**config.mk**
```make
export PLATFORM = sky130hd
export DESIGN_NAME = dao_top
export DESIGN_NICKNAME = d
export VERILOG_FILES = /design/src/rtl/dao_pkg.sv /design/src/rtl/dao_chan_if.sv /design/src/rtl/dao_chan.sv /design/src/rtl/dao_sync.sv /design/src/rtl/dao_top.sv
export SDC_FILE = /design/constraint.sdc
export NUM_CORES = 1
export LEC_CHECK = 0
export BUFFER_PORTS_ARGS = -buffer_cell sky130_fd_sc_hd__buf_2
export CAP_MARGIN = 10
export CORE_MARGIN = 8
export CORE_UTILIZATION = 36
export CTS_BUF_LIST = sky130_fd_sc_hd__clkbuf_8
export DETAILED_ROUTE_END_ITERATION = 12
export SYNTH_ARGS = -nofsm -noshare
export SYNTH_HDL_FRONTEND = slang
export SYNTH_SLANG_ARGS = --single-unit
export TNS_END_PERCENT = 5
```
**constraint.sdc**
```tcl
create_clock -name mclk_i -period 2.05 [get_ports mclk_i]
set_input_delay 0.41 -clock mclk_i [delete_from_list [all_inputs] [get_ports mclk_i]]
set_output_delay 0.41 -clock mclk_i [all_outputs]
set_load 0.02 [all_outputs]
```
**src/rtl/dao_pkg.sv**
```systemverilog
// shared constants and types of the dual converter output control
package dao_pkg;
   // ======== widths and strap levels ========
   localparam int         DAO_W        = 14;
   localparam int         PIPE_LAT_DEF = 5;
   localparam logic [1:0] STRAP_GND    = 2'h0;
   localparam logic [1:0] STRAP_THIRD  = 2'h1;
   localparam logic [1:0] STRAP_TWOTHD = 2'h2;
   localparam logic [1:0] STRAP_VDD    = 2'h3;
   // ======== timing ========
   localparam int MCLK_HZ           = 20_000_000;
   localparam int NAP_RECOV_SAMPLES = 100;
   localparam int SLEEP_RECOV_US    = 1000;
   localparam int SLEEP_RECOV_CYC   = SLEEP_RECOV_US * (MCLK_HZ / 1_000_000);
   localparam int RECOV_CW          = 16;
   // ======== register map ========
   localparam int         ADDR_W     = 4;
   localparam logic [3:0] OFS_STATUS = 4'h0;
   localparam logic [3:0] OFS_MASK   = 4'h4;
   localparam logic [3:0] OFS_STATE  = 4'h8;
   localparam int         ST_W       = 4;
   localparam int         ST_OVF_A   = 0;
   localparam int         ST_OVF_B   = 1;
   localparam int         ST_RDY_A   = 2;
   localparam int         ST_RDY_B   = 3;
   localparam logic [3:0] STATUS_RST = 4'h0;
   localparam logic [3:0] MASK_RST   = 4'h0;
   localparam int         SF_TWOS    = 0;
   localparam int         SF_DCS     = 1;
   localparam int         SF_MODE_A  = 2;
   localparam int         SF_MODE_B  = 4;
   localparam int         SF_VALID_A = 6;
   localparam int         SF_VALID_B = 7;
   localparam int         SF_SWAP    = 8;
   // ======== channel power states ========
   typedef enum logic [1:0] {
      PWR_RUN   = 2'b00,
      PWR_NAP   = 2'b01,
      PWR_SLEEP = 2'b10,
      PWR_WAKE  = 2'b11
   } dao_pwr_e;
endpackage

```
**src/rtl/dao_chan_if.sv**
```systemverilog
// carrier between the top and one converter channel
`timescale 1ns/1ps
`default_nettype none
interface dao_chan_if #(parameter int W = dao_pkg::DAO_W);
   logic              sample_en;
   logic [W-1:0]      raw;
   logic              ovr;
   logic              pdn;
   logic              oe_n;
   logic              twos;
   logic [W-1:0]      word;
   logic              of;
   logic              drive;
   logic              valid;
   logic              slow;
   dao_pkg::dao_pwr_e mode;
   logic              ev_ovf;
   logic              ev_rdy;
   modport src  (output sample_en, raw, ovr, pdn, oe_n, twos,
                 input  word, of, drive, valid, slow, mode, ev_ovf, ev_rdy);
   modport chan (input  sample_en, raw, ovr, pdn, oe_n, twos,
                 output word, of, drive, valid, slow, mode, ev_ovf, ev_rdy);
endinterface
`default_nettype wire

```
**src/rtl/dao_chan.sv**
```systemverilog
// one converter channel: output pipeline, format and power states
`timescale 1ns/1ps
`default_nettype none
module dao_chan #(
   parameter int W         = dao_pkg::DAO_W,
   parameter int LAT       = dao_pkg::PIPE_LAT_DEF,
   parameter int SLEEP_CYC = dao_pkg::SLEEP_RECOV_CYC
) (
   input  wire logic clk_i,
   input  wire logic nrst_i,
   dao_chan_if.chan  ch
);
   import dao_pkg::*;

   logic [W:0]          pipe_reg [LAT];
   logic [W:0]          last;
   dao_pwr_e            st_reg;
   logic [RECOV_CW-1:0] cnt_reg;
   logic                slow_reg;
   logic                fresh_reg;
   logic                step;

   // ======== pipeline ========
   // fixed latency in sample clocks, flag travels with its word
   // head stage split off so no stage ever names an index below zero
   for (genvar g = 0; g < LAT; g++) begin : g_pipe
      if (g == 0) begin : g_head
         always_ff @(posedge clk_i or negedge nrst_i) begin
            if (!nrst_i) begin
               pipe_reg[g] <= '0;
            end else if (ch.sample_en) begin
               pipe_reg[g] <= {ch.ovr, ch.raw};
            end
         end
      end else begin : g_tail
         always_ff @(posedge clk_i or negedge nrst_i) begin
            if (!nrst_i) begin
               pipe_reg[g] <= '0;
            end else if (ch.sample_en) begin
               pipe_reg[g] <= pipe_reg[g-1];
            end
         end
      end
   end

   // ======== power states ========
   // nap recovery counts sample clocks, sleep recovery counts system clocks
   assign step = slow_reg | ch.sample_en;
   always_ff @(posedge clk_i or negedge nrst_i) begin
      if (!nrst_i) begin
         st_reg   <= PWR_RUN;
         cnt_reg  <= '0;
         slow_reg <= 1'b0;
      end else begin
         case (st_reg)
            PWR_RUN: begin
               if (ch.pdn) begin
                  st_reg <= ch.oe_n ? PWR_SLEEP : PWR_NAP;
               end
            end
            PWR_NAP: begin
               if (!ch.pdn) begin
                  st_reg   <= PWR_WAKE;
                  cnt_reg  <= RECOV_CW'(NAP_RECOV_SAMPLES);
                  slow_reg <= 1'b0;
               end else if (ch.oe_n) begin
                  st_reg <= PWR_SLEEP;
               end
            end
            PWR_SLEEP: begin
               // reference is down, so a later nap request stays asleep
               if (!ch.pdn) begin
                  st_reg   <= PWR_WAKE;
                  cnt_reg  <= RECOV_CW'(SLEEP_CYC);
                  slow_reg <= 1'b1;
               end
            end
            PWR_WAKE: begin
               if (ch.pdn) begin
                  st_reg <= (ch.oe_n || slow_reg) ? PWR_SLEEP : PWR_NAP;
               end else if (step) begin
                  cnt_reg <= cnt_reg - 1'b1;
                  if (cnt_reg == 1) begin
                     st_reg <= PWR_RUN;
                  end
               end
            end
            default: begin
               st_reg <= PWR_SLEEP;
            end
         endcase
      end
   end

   // marks the cycle after a pipeline shift
   always_ff @(posedge clk_i or negedge nrst_i) begin
      if (!nrst_i) begin
         fresh_reg <= 1'b0;
      end else begin
         fresh_reg <= ch.sample_en;
      end
   end

   // ======== outputs to the top ========
   assign last      = pipe_reg[LAT-1];
   assign ch.word   = ch.twos ? {~last[W-1], last[W-2:0]} : last[W-1:0];
   assign ch.of     = last[W];
   assign ch.mode   = st_reg;
   assign ch.slow   = slow_reg;
   assign ch.valid  = (st_reg == PWR_RUN);
   // drivers off while asleep, napping or disabled
   assign ch.drive  = !ch.oe_n && (st_reg == PWR_RUN || st_reg == PWR_WAKE);
   assign ch.ev_ovf = fresh_reg && ch.valid && last[W];
   assign ch.ev_rdy = (st_reg == PWR_WAKE) && !ch.pdn && step && (cnt_reg == 1);
endmodule
`default_nettype wire

```
**src/rtl/dao_sync.sv**
```systemverilog
// two flip-flop synchroniser for a vector of pin levels
`timescale 1ns/1ps
`default_nettype none
module dao_sync #(
   parameter int N = 1
) (
   input  wire logic         clk_i,
   input  wire logic         nrst_i,
   input  wire logic [N-1:0] d_i,
   output logic      [N-1:0] q_o
);
   logic [N-1:0] meta_reg;

   // ======== two stages ========
   // first stage feeds only the second one
   always_ff @(posedge clk_i or negedge nrst_i) begin
      if (!nrst_i) begin
         meta_reg <= '0;
         q_o      <= '0;
      end else begin
         meta_reg <= d_i;
         q_o      <= meta_reg;
      end
   end
endmodule
`default_nettype wire

```
**src/rtl/dao_top.sv**
```systemverilog
// dual converter output control: strap decode, power modes, bus swap, registers
`timescale 1ns/1ps
`default_nettype none
module dao_top #(
   parameter int W         = dao_pkg::DAO_W,
   parameter int LAT       = dao_pkg::PIPE_LAT_DEF,
   parameter int SLEEP_CYC = dao_pkg::SLEEP_RECOV_CYC
) (
   input  wire logic                      mclk_i,
   input  wire logic                      nrst_i,
   input  wire logic                      sample_clock_a_i,
   input  wire logic                      sample_clock_b_i,
   input  wire logic [W-1:0]              conv_code_a_i,
   input  wire logic                      conv_range_a_i,
   input  wire logic [W-1:0]              conv_code_b_i,
   input  wire logic                      conv_range_b_i,
   input  wire logic [1:0]                mode_strap_i,
   input  wire logic                      power_down_request_a_i,
   input  wire logic                      power_down_request_b_i,
   input  wire logic                      output_enable_n_a_i,
   input  wire logic                      output_enable_n_b_i,
   input  wire logic                      bus_swap_select_i,
   input  wire logic [dao_pkg::ADDR_W-1:0] reg_addr_i,
   input  wire logic [31:0]               reg_wdata_i,
   input  wire logic                      reg_wr_i,
   input  wire logic                      reg_rd_i,
   output logic      [31:0]               reg_rdata_o,
   output logic      [W-1:0]              output_bus_a_o,
   output logic                           output_bus_a_oe_o,
   output logic                           overflow_flag_bus_a_o,
   output logic                           overflow_flag_bus_a_oe_o,
   output logic      [W-1:0]              output_bus_b_o,
   output logic                           output_bus_b_oe_o,
   output logic                           overflow_flag_bus_b_o,
   output logic                           overflow_flag_bus_b_oe_o,
   output logic                           stabilizer_en_o,
   output logic                           irq_o
);
   import dao_pkg::*;

   localparam int NS = 2 * W + 11;

   logic [NS-1:0]   pins;
   logic [NS-1:0]   pins_s;
   logic            swap_s;
   logic            oen_a_s;
   logic            oen_b_s;
   logic            pdn_a_s;
   logic            pdn_b_s;
   logic [1:0]      strap_s;
   logic [W-1:0]    code_a_s;
   logic [W-1:0]    code_b_s;
   logic            range_a_s;
   logic            range_b_s;
   logic            clk_a_s;
   logic            clk_b_s;
   logic            clk_a_prev;
   logic            clk_b_prev;
   logic            twos_reg;
   logic [ST_W-1:0] status_reg;
   logic [ST_W-1:0] mask_reg;
   logic [ST_W-1:0] events;
   logic [ST_W-1:0] clr;
   logic [31:0]     rdata_next;
   logic [RECOV_CW-1:0] wake_n_a;

   dao_chan_if #(.W(W)) ch_a ();
   dao_chan_if #(.W(W)) ch_b ();

   // ======== pin synchronisers ========
   // codes must stay steady a few system clocks around each sample edge,
   // since every bit is synchronised on its own
   assign pins = {sample_clock_b_i, sample_clock_a_i, conv_range_b_i, conv_code_b_i,
                  conv_range_a_i, conv_code_a_i, mode_strap_i, power_down_request_b_i,
                  power_down_request_a_i, output_enable_n_b_i, output_enable_n_a_i,
                  bus_swap_select_i};

   dao_sync #(.N(NS)) u_sync (
      .clk_i  (mclk_i),
      .nrst_i (nrst_i),
      .d_i    (pins),
      .q_o    (pins_s)
   );

   assign {clk_b_s, clk_a_s, range_b_s, code_b_s, range_a_s, code_a_s, strap_s,
           pdn_b_s, pdn_a_s, oen_b_s, oen_a_s, swap_s} = pins_s;

   // sample clocks are seen as levels; rising edges become enables
   always_ff @(posedge mclk_i or negedge nrst_i) begin
      if (!nrst_i) begin
         clk_a_prev <= 1'b0;
         clk_b_prev <= 1'b0;
      end else begin
         clk_a_prev <= clk_a_s;
         clk_b_prev <= clk_b_s;
      end
   end

   // ======== strap decode ========
   // one strap serves both channels, so format and stabilizer are shared
   always_ff @(posedge mclk_i or negedge nrst_i) begin
      if (!nrst_i) begin
         twos_reg        <= 1'b0;
         stabilizer_en_o <= 1'b0;
      end else begin
         twos_reg        <= (strap_s == STRAP_TWOTHD) || (strap_s == STRAP_VDD);
         stabilizer_en_o <= (strap_s == STRAP_THIRD) || (strap_s == STRAP_TWOTHD);
      end
   end

   // ======== channels ========
   // each channel sees only its own pins and the shared strap format
   assign ch_a.sample_en = clk_a_s & ~clk_a_prev;
   assign ch_a.raw       = code_a_s;
   assign ch_a.ovr       = range_a_s;
   assign ch_a.pdn       = pdn_a_s;
   assign ch_a.oe_n      = oen_a_s;
   assign ch_a.twos      = twos_reg;
   assign ch_b.sample_en = clk_b_s & ~clk_b_prev;
   assign ch_b.raw       = code_b_s;
   assign ch_b.ovr       = range_b_s;
   assign ch_b.pdn       = pdn_b_s;
   assign ch_b.oe_n      = oen_b_s;
   assign ch_b.twos      = twos_reg;

   dao_chan #(.W(W), .LAT(LAT), .SLEEP_CYC(SLEEP_CYC)) u_chan_a (
      .clk_i  (mclk_i),
      .nrst_i (nrst_i),
      .ch     (ch_a.chan)
   );

   dao_chan #(.W(W), .LAT(LAT), .SLEEP_CYC(SLEEP_CYC)) u_chan_b (
      .clk_i  (mclk_i),
      .nrst_i (nrst_i),
      .ch     (ch_b.chan)
   );

   // ======== output buses ========
   // swap is synchronised like any pin, so a shared bus driven by the
   // sample clock only works while that clock is slow next to mclk
   always_ff @(posedge mclk_i or negedge nrst_i) begin
      if (!nrst_i) begin
         output_bus_a_o           <= '0;
         output_bus_a_oe_o        <= 1'b0;
         overflow_flag_bus_a_o    <= 1'b0;
         overflow_flag_bus_a_oe_o <= 1'b0;
         output_bus_b_o           <= '0;
         output_bus_b_oe_o        <= 1'b0;
         overflow_flag_bus_b_o    <= 1'b0;
         overflow_flag_bus_b_oe_o <= 1'b0;
      end else if (swap_s) begin
         // straight routing enable follows the source channel
         output_bus_a_o           <= ch_a.word;
         output_bus_a_oe_o        <= ch_a.drive;
         overflow_flag_bus_a_o    <= ch_a.of;
         overflow_flag_bus_a_oe_o <= ch_a.drive;
         output_bus_b_o           <= ch_b.word;
         output_bus_b_oe_o        <= ch_b.drive;
         overflow_flag_bus_b_o    <= ch_b.of;
         overflow_flag_bus_b_oe_o <= ch_b.drive;
      end else begin
         // crossed routing
         output_bus_a_o           <= ch_b.word;
         output_bus_a_oe_o        <= ch_b.drive;
         overflow_flag_bus_a_o    <= ch_b.of;
         overflow_flag_bus_a_oe_o <= ch_b.drive;
         output_bus_b_o           <= ch_a.word;
         output_bus_b_oe_o        <= ch_a.drive;
         overflow_flag_bus_b_o    <= ch_a.of;
         overflow_flag_bus_b_oe_o <= ch_a.drive;
      end
   end

   // ======== status, mask and interrupt ========
   assign events = {ch_b.ev_rdy, ch_a.ev_rdy, ch_b.ev_ovf, ch_a.ev_ovf};
   assign clr    = (reg_wr_i && reg_addr_i == OFS_STATUS) ? reg_wdata_i[ST_W-1:0] : '0;

   // a new event beats a same-cycle clear
   always_ff @(posedge mclk_i or negedge nrst_i) begin
      if (!nrst_i) begin
         status_reg <= STATUS_RST;
      end else begin
         status_reg <= (status_reg & ~clr) | events;
      end
   end

   always_ff @(posedge mclk_i or negedge nrst_i) begin
      if (!nrst_i) begin
         mask_reg <= MASK_RST;
      end else if (reg_wr_i && reg_addr_i == OFS_MASK) begin
         mask_reg <= reg_wdata_i[ST_W-1:0];
      end
   end

   // registered, so irq trails the status bit by one cycle
   always_ff @(posedge mclk_i or negedge nrst_i) begin
      if (!nrst_i) begin
         irq_o <= 1'b0;
      end else begin
         irq_o <= |(status_reg & mask_reg);
      end
   end

   // ======== register read ========
   always_comb begin
      rdata_next = '0;
      case (reg_addr_i)
         OFS_STATUS: begin
            rdata_next[ST_W-1:0] = status_reg;
         end
         OFS_MASK: begin
            rdata_next[ST_W-1:0] = mask_reg;
         end
         OFS_STATE: begin
            rdata_next[SF_TWOS]              = twos_reg;
            rdata_next[SF_DCS]               = stabilizer_en_o;
            rdata_next[SF_MODE_A+1:SF_MODE_A] = ch_a.mode;
            rdata_next[SF_MODE_B+1:SF_MODE_B] = ch_b.mode;
            rdata_next[SF_VALID_A]           = ch_a.valid;
            rdata_next[SF_VALID_B]           = ch_b.valid;
            rdata_next[SF_SWAP]              = swap_s;
         end
         default: begin
            rdata_next = '0;
         end
      endcase
   end

   // data stand only in the cycle after the read strobe
   always_ff @(posedge mclk_i or negedge nrst_i) begin
      if (!nrst_i) begin
         reg_rdata_o <= '0;
      end else begin
         reg_rdata_o <= reg_rd_i ? rdata_next : '0;
      end
   end

   // ======== checks ========
   // counts sample edges spent recovering, for the nap check
   always_ff @(posedge mclk_i or negedge nrst_i) begin
      if (!nrst_i) begin
         wake_n_a <= '0;
      end else if (ch_a.mode != PWR_WAKE) begin
         wake_n_a <= '0;
      end else if (ch_a.sample_en) begin
         wake_n_a <= wake_n_a + 1'b1;
      end
   end
endmodule
`default_nettype wire

```
Word level (Yosys, flattened, before mapping)
Index checks and enable logic that the tools add are counted.

Flip-flop bits (word level): 322. Output and inout bits: 68. Bits of input ports: 79. Logic and storage cells: 163.

Bitwise operators: 12. Add/sub/neg operators: 2. Muxes and demuxes: 48. Reduce and logical (&&, ||, !) cells: 38. Equal/unequal tests: 29.

Operators with widths (number): two-way mux 16 bit (8); one-hot mux 16 bit (3 select lines) (2); two-way mux 14 bit (4); two-way mux 2 bit (18); equality test 16 x 1 -> 1 bit (second input constant) (2); subtractor 16 x 1 -> 16 bit (second input constant) (2); AND reduction 5 bit (4); one-hot mux 2 bit (4 select lines) (2); logical AND 1 bit (14); equality test 2 bit (second input constant) (6); inequality test 2 bit (second input constant) (6); inequality test 3 x 2 -> 1 bit (second input constant) (4); one-hot mux 4 bit (3 select lines) (1); two-way mux 9 bit (1); bitwise AND 4 bit (2); two-way mux 1 bit (8); inequality test 2 x 1 -> 1 bit (second input constant) (4); equality test 2 x 1 -> 1 bit (second input constant) (3); logical OR 1 bit (6); inequality test 3 bit (second input constant) (2); AND reduction 3 bit (2); nonzero test 3 bit (2); two-way mux 5 bit (1); equality test 4 x 3 -> 1 bit (second input constant) (1); other kinds (13) (24).

Depth between registers and ports, before layout
Depth after elaboration: 6. Depth in mapped cells: 9. Depth with buffers taken out: 7.

Modules after synthesis
Synthesis repeated with hierarchy kept, for this count alone.

Cell total of the unflattened synthesis: 880. Area, all modules: 12499.5 µm².

By module, submodules not included: dao_chan (cells each 319, area an instance 4119.0 µm², times used 2, seq. area each 2377.3 µm²); dao_top (cells each 164, area an instance 2309.7 µm², times used 1, seq. area each 1351.3 µm²); dao_sync (cells each 78, area an instance 1951.9 µm², times used 1, seq. area each 1951.9 µm²).

Least setup slack after synthesis
OpenSTA, ideal clock, no wires.

Kind: register -> register. From: register u_chan_a.st_reg[0], in the netlist u_chan_a.ch.mode[0]. To: register u_chan_a.cnt_reg[5]. Path buffers: 1. Stages on the path, launching flop included: 9. Required time: 1.919 ns. Arrival time: 1.896 ns. Slack: 0.022 ns. Library setup time: 0.131 ns. Period minus slack after synthesis: 2.028 ns. Path through: dfrtp_1 > inv_1 > ha_1 > o21ai_0 > nand3_1 > clkbuf_1 > a211o_1 > xnor2_1 > or3_1.

Longest elaborated chain between the ends: 3. Elaborated cells between the ends (all ways): 10. Those cells by class: eq/ne: 7; mux: 1; reduce/logical: 2.

Ends and longest elaborated chain: start, declared (RTL line dao_chan.sv:17) `dao_pwr_e st_reg;`; start signal, assigned (RTL line dao_chan.sv:58) `st_reg <= ch.oe_n ? PWR_SLEEP : PWR_NAP;`; start signal, assigned (RTL line dao_chan.sv:80) `st_reg <= (ch.oe_n || slow_reg) ? PWR_SLEEP : PWR_NAP;`; equality test 2 bit or equality test 2 x 1 -> 1 bit (tied branches) (RTL line dao_chan.sv:55) `case (st_reg)`; inequality test 2 x 1 -> 1 bit (no line), or another cell as far along; AND reduction 5 bit (no line); end signal, assigned (RTL line dao_chan.sv:64) `cnt_reg <= RECOV_CW'(NAP_RECOV_SAMPLES);`; end signal, assigned (RTL line dao_chan.sv:74) `cnt_reg <= RECOV_CW'(SLEEP_CYC);`; end signal, assigned (RTL line dao_chan.sv:82) `cnt_reg <= cnt_reg - 1'b1;`; end, declared (RTL line dao_chan.sv:18) `logic [RECOV_CW-1:0] cnt_reg;`.

Several ways; a longest one is shown, not always the timed one. A chain may end at the register's enable or synchronous reset.

Worst setup path in the final report
Same ends and word-level chain as after synthesis.

==> flow_summary.ini <==
[outcome]
outcome = completed

[die]
die_x_um = 201
top_level_ports = 147
coreArea_um2 = 33600
die_h_um = 201
rows = 67
start_util_pct = 36.6
dieArea_um2 = 40300

[power_and_ir_drop]
switching_share_pct = 30.9
leakage_nw = 6.79
p_int_mw = 13.9
p_per_area_nw_per_um2 = 1340
totalPowerFinal_mw = 20.1
irDropWorstVdd_v = 0.000766
switchingPower_mw = 6.23
combinationalPowerShare_pct = 28.1
pwr-share-seq_pct = 45.3
clockPowerShare_pct = 26.6

[sta]
period_share_pct = 97.4
worst_hold_slack_ps = 103
maxSlewViolCount = 0
finClkSkew_ps = 24.9
grt_setup_unrepaired = yes
hold_violations = 0
max_freq_ghz = 0.501
setup_violations = 0
fin_crit_ps = 2000
fin_ws_ps = 52.8
fin_setup_tns_ps = 0

[detailed_routing]
wl_per_cell_um = 14.7
routed_wl_um = 22700
drtIter0Drc = 225
viasPerCell = 4.66
route.detailed.drc = 0
drtPass1Iterations = 4
ant_nets = 0
vias = 7179

[worst_hold_path]
hold_start = reg_wdata_i[1]
holdPathEnd = mask_reg[1]$_DFFE_PN0P_
hold_depth = 2
hold_path_class = primary input to flip-flop

[logic_synthesis]
yosys_register_bits = 322
async_flop_share_pct = 100
syn_area_um2 = 12300
synth_edf_count = 0
ys_seq_area_share_pct = 65.5
synthCells = 862
synth_cell_types = 54
syn_avg_cell_area_um2 = 14.3
ys.flop_type = dfrtp_1
ys_warn_count = 0

[final_layout]
final_util_pct = 44.6
final_common_cell = dfrtp_1
area_delta_synth_final_pct = 22.0
antenna_cells = 0
drive_above_1_share_pct = 38.5
mostFrequentLayoutCells = dfrtp_1 (321), mux2_2 (186), buf_2 (94)
nets = 1155

[clocking]
clock_latency_ps = 580
clock_sinks = 322
clockBufferDepth = 3
numCtsBuffers = 53
clk_pin_slew_ps = 60
cts_max_level = 2
clockRootBuffer = clkbuf_8
tritoncts = done

[critical_path]
rr_endpoint = u_chan_a.cnt_reg[5]$_DFFE_PN0P_
reg2reg_from = u_chan_a.ch.mode[0]$_DFFE_PN0P_
cp_slowest_stage_delay_ps = 390
regToRegSetupSlack_ps = 50
path_class = flip-flop to flip-flop
path_cells = buf_4, ha_1, o21ai_2, nand3_2, buf_4, a211o_1, xnor2_1, or3_1
start_kind = flip-flop
r2r_cells = 8
cp_slowest_cell = dfrtp_1
cp.required_ps = 2490
end_kind = flip-flop
cp_common_cell = buf_4
critPathArrivalTime_ps = 2440
cp_max_fo = 3

[global_routing]
grt_start_max_net_pins = 77
first_global_vias = 7802
grt_pass1_wl_um = 39000
antenna_found_initial = 0
globalRouteOverflowTotal = 0
grt.total_usage_pct = 11.5

[placed_design]
dp_hpwl_um = 14900
io_buffer_count = 95
gp_congestion = 0.799
dp_slack_ps = -29.5

[run]
maxCapViolations = 0
worst max-delay path: cells and delay by family (launching register included):
kind / cells / cell delay (ps)
buffers and inverters: 2 / 290
and+or+nand+nor: 2 / 440
DFF: 1 / 390
AOI/OAI and AO/OA: 2 / 430
xor gates and xnor gates: 1 / 120
adders and majority gates: 1 / 210
cells in the mapped netlist (3+ instances only):
master	count	area, um2
dfrtp_1	322	8060
mux2_2	186	2090
o21ai_0	36	180
nand2_1	35	131
nor2_1	27	101
buf_4	25	188
clkbuf_1	23	86.3
a21oi_1	21	105
inv_1	21	78.8
ha_1	16	200
mux2i_1	13	130
nor3_1	13	65.1
nand3_1	12	60.1
and2_1	9	56.3
a31oi_1	8	50.1
buf_2	8	40.0
nor2b_1	8	50.1
o31ai_1	7	52.6
nand2b_1	5	31.3
a22o_1	4	35.0
buf_1	4	15.0
nor4_1	4	25.0
o22ai_1	4	25.0
a221o_1	3	30.0
o21a_1	3	22.5
xnor2_1	3	26.3
logic make-up after synthesis:
| kind of cell | count (synthesis) | synth area share, % |
|---|---|---|
| other | 1 | 0.0305 |
| buffers and inverters | 83 | 3.50 |
| and+or+nand+nor | 128 | 5.21 |
| AOI/OAI and AO/OA | 109 | 5.66 |
| adders and majority gates | 16 | 1.63 |
| xor gates and xnor gates | 3 | 0.214 |
| DFF | 322 | 65.5 |
| muxes | 200 | 18.2 |
power by group through the flow:
stage / sequential, mW / combinational [mW] / clock (mW)
after CTS: 9.15 / 5.66 / 5.61
after global routing: 9.40 / 6.28 / 5.94
after floorplan: 9.27 / 3.43 / 0
after detailed placement: 9.23 / 5.57 / 0
final: 9.14 / 5.66 / 5.35
after global placement: 9.22 / 5.46 / 0
per-layer routing:
layer  vias to the layer above  share of wire [%]  GRT usage (%)  routed length, um
li1                       3377                  -              -                  -
met1                      3611                 44           14.0               9980
met2                       146                 48           19.0              10800
met3                        45                6.0           3.66               1370
met4                         0                2.3           4.23                521
met5                         -                  0              0                  0
worst max path at each step:
stage | from | end | slack (ps) | cells past startpoint
final | u_chan_a.ch.mode[0]$_DFFE_PN0P_ | u_chan_a.cnt_reg[5]$_DFFE_PN0P_ | 50 | 8
after global routing | u_chan_a.ch.mode[0]$_DFFE_PN0P_ | u_chan_a.cnt_reg[5]$_DFFE_PN0P_ | -50 | 8
after CTS | u_chan_a.ch.mode[0]$_DFFE_PN0P_ | u_chan_a.cnt_reg[5]$_DFFE_PN0P_ | 9 | 8
after detailed placement | u_chan_a.ch.mode[0]$_DFFE_PN0P_ | u_chan_a.cnt_reg[5]$_DFFE_PN0P_ | -30 | 8
after global placement | u_chan_a.ch.mode[0]$_DFFE_PN0P_ | u_chan_a.cnt_reg[5]$_DFFE_PN0P_ | 50 | 8
after floorplan | u_chan_a.ch.mode[0]$_DFFE_PN0P_ | u_chan_a.cnt_reg[5]$_DFFE_PN0P_ | 20 | 8
metrics by stage:
stage | cell area (um2) | instances
floorplan | 12400 | 884
global placement | 13500 | 1411
detailed placement | 13500 | 1411
CTS | 15000 | 1537
global route | 15000 | 1539
finish | 15000 | 1539
final cells by class:
| class | instances | area, um2 |
|---|---|---|
| clock buffer | 70 | 963 |
| clock inverter | 16 | 67.6 |
| fill | 3121 | 18600 |
| inverter | 21 | 78.8 |
| multi-input combinational | 479 | 3930 |
| sequential | 322 | 8060 |
| tap | 448 | 561 |
| timing repair buffer | 183 | 1330 |
timing repair:
action | CTS | global route
hold buffers | 40 | 0
setup buffers | 0 | 2
resized for setup | 1 | 9
hold endpoints to repair | 78 | 0
pin swaps | 0 | 1
setup endpoints to repair | 2 | 19
No activity file was read; power rests on OpenSTA's default activity.
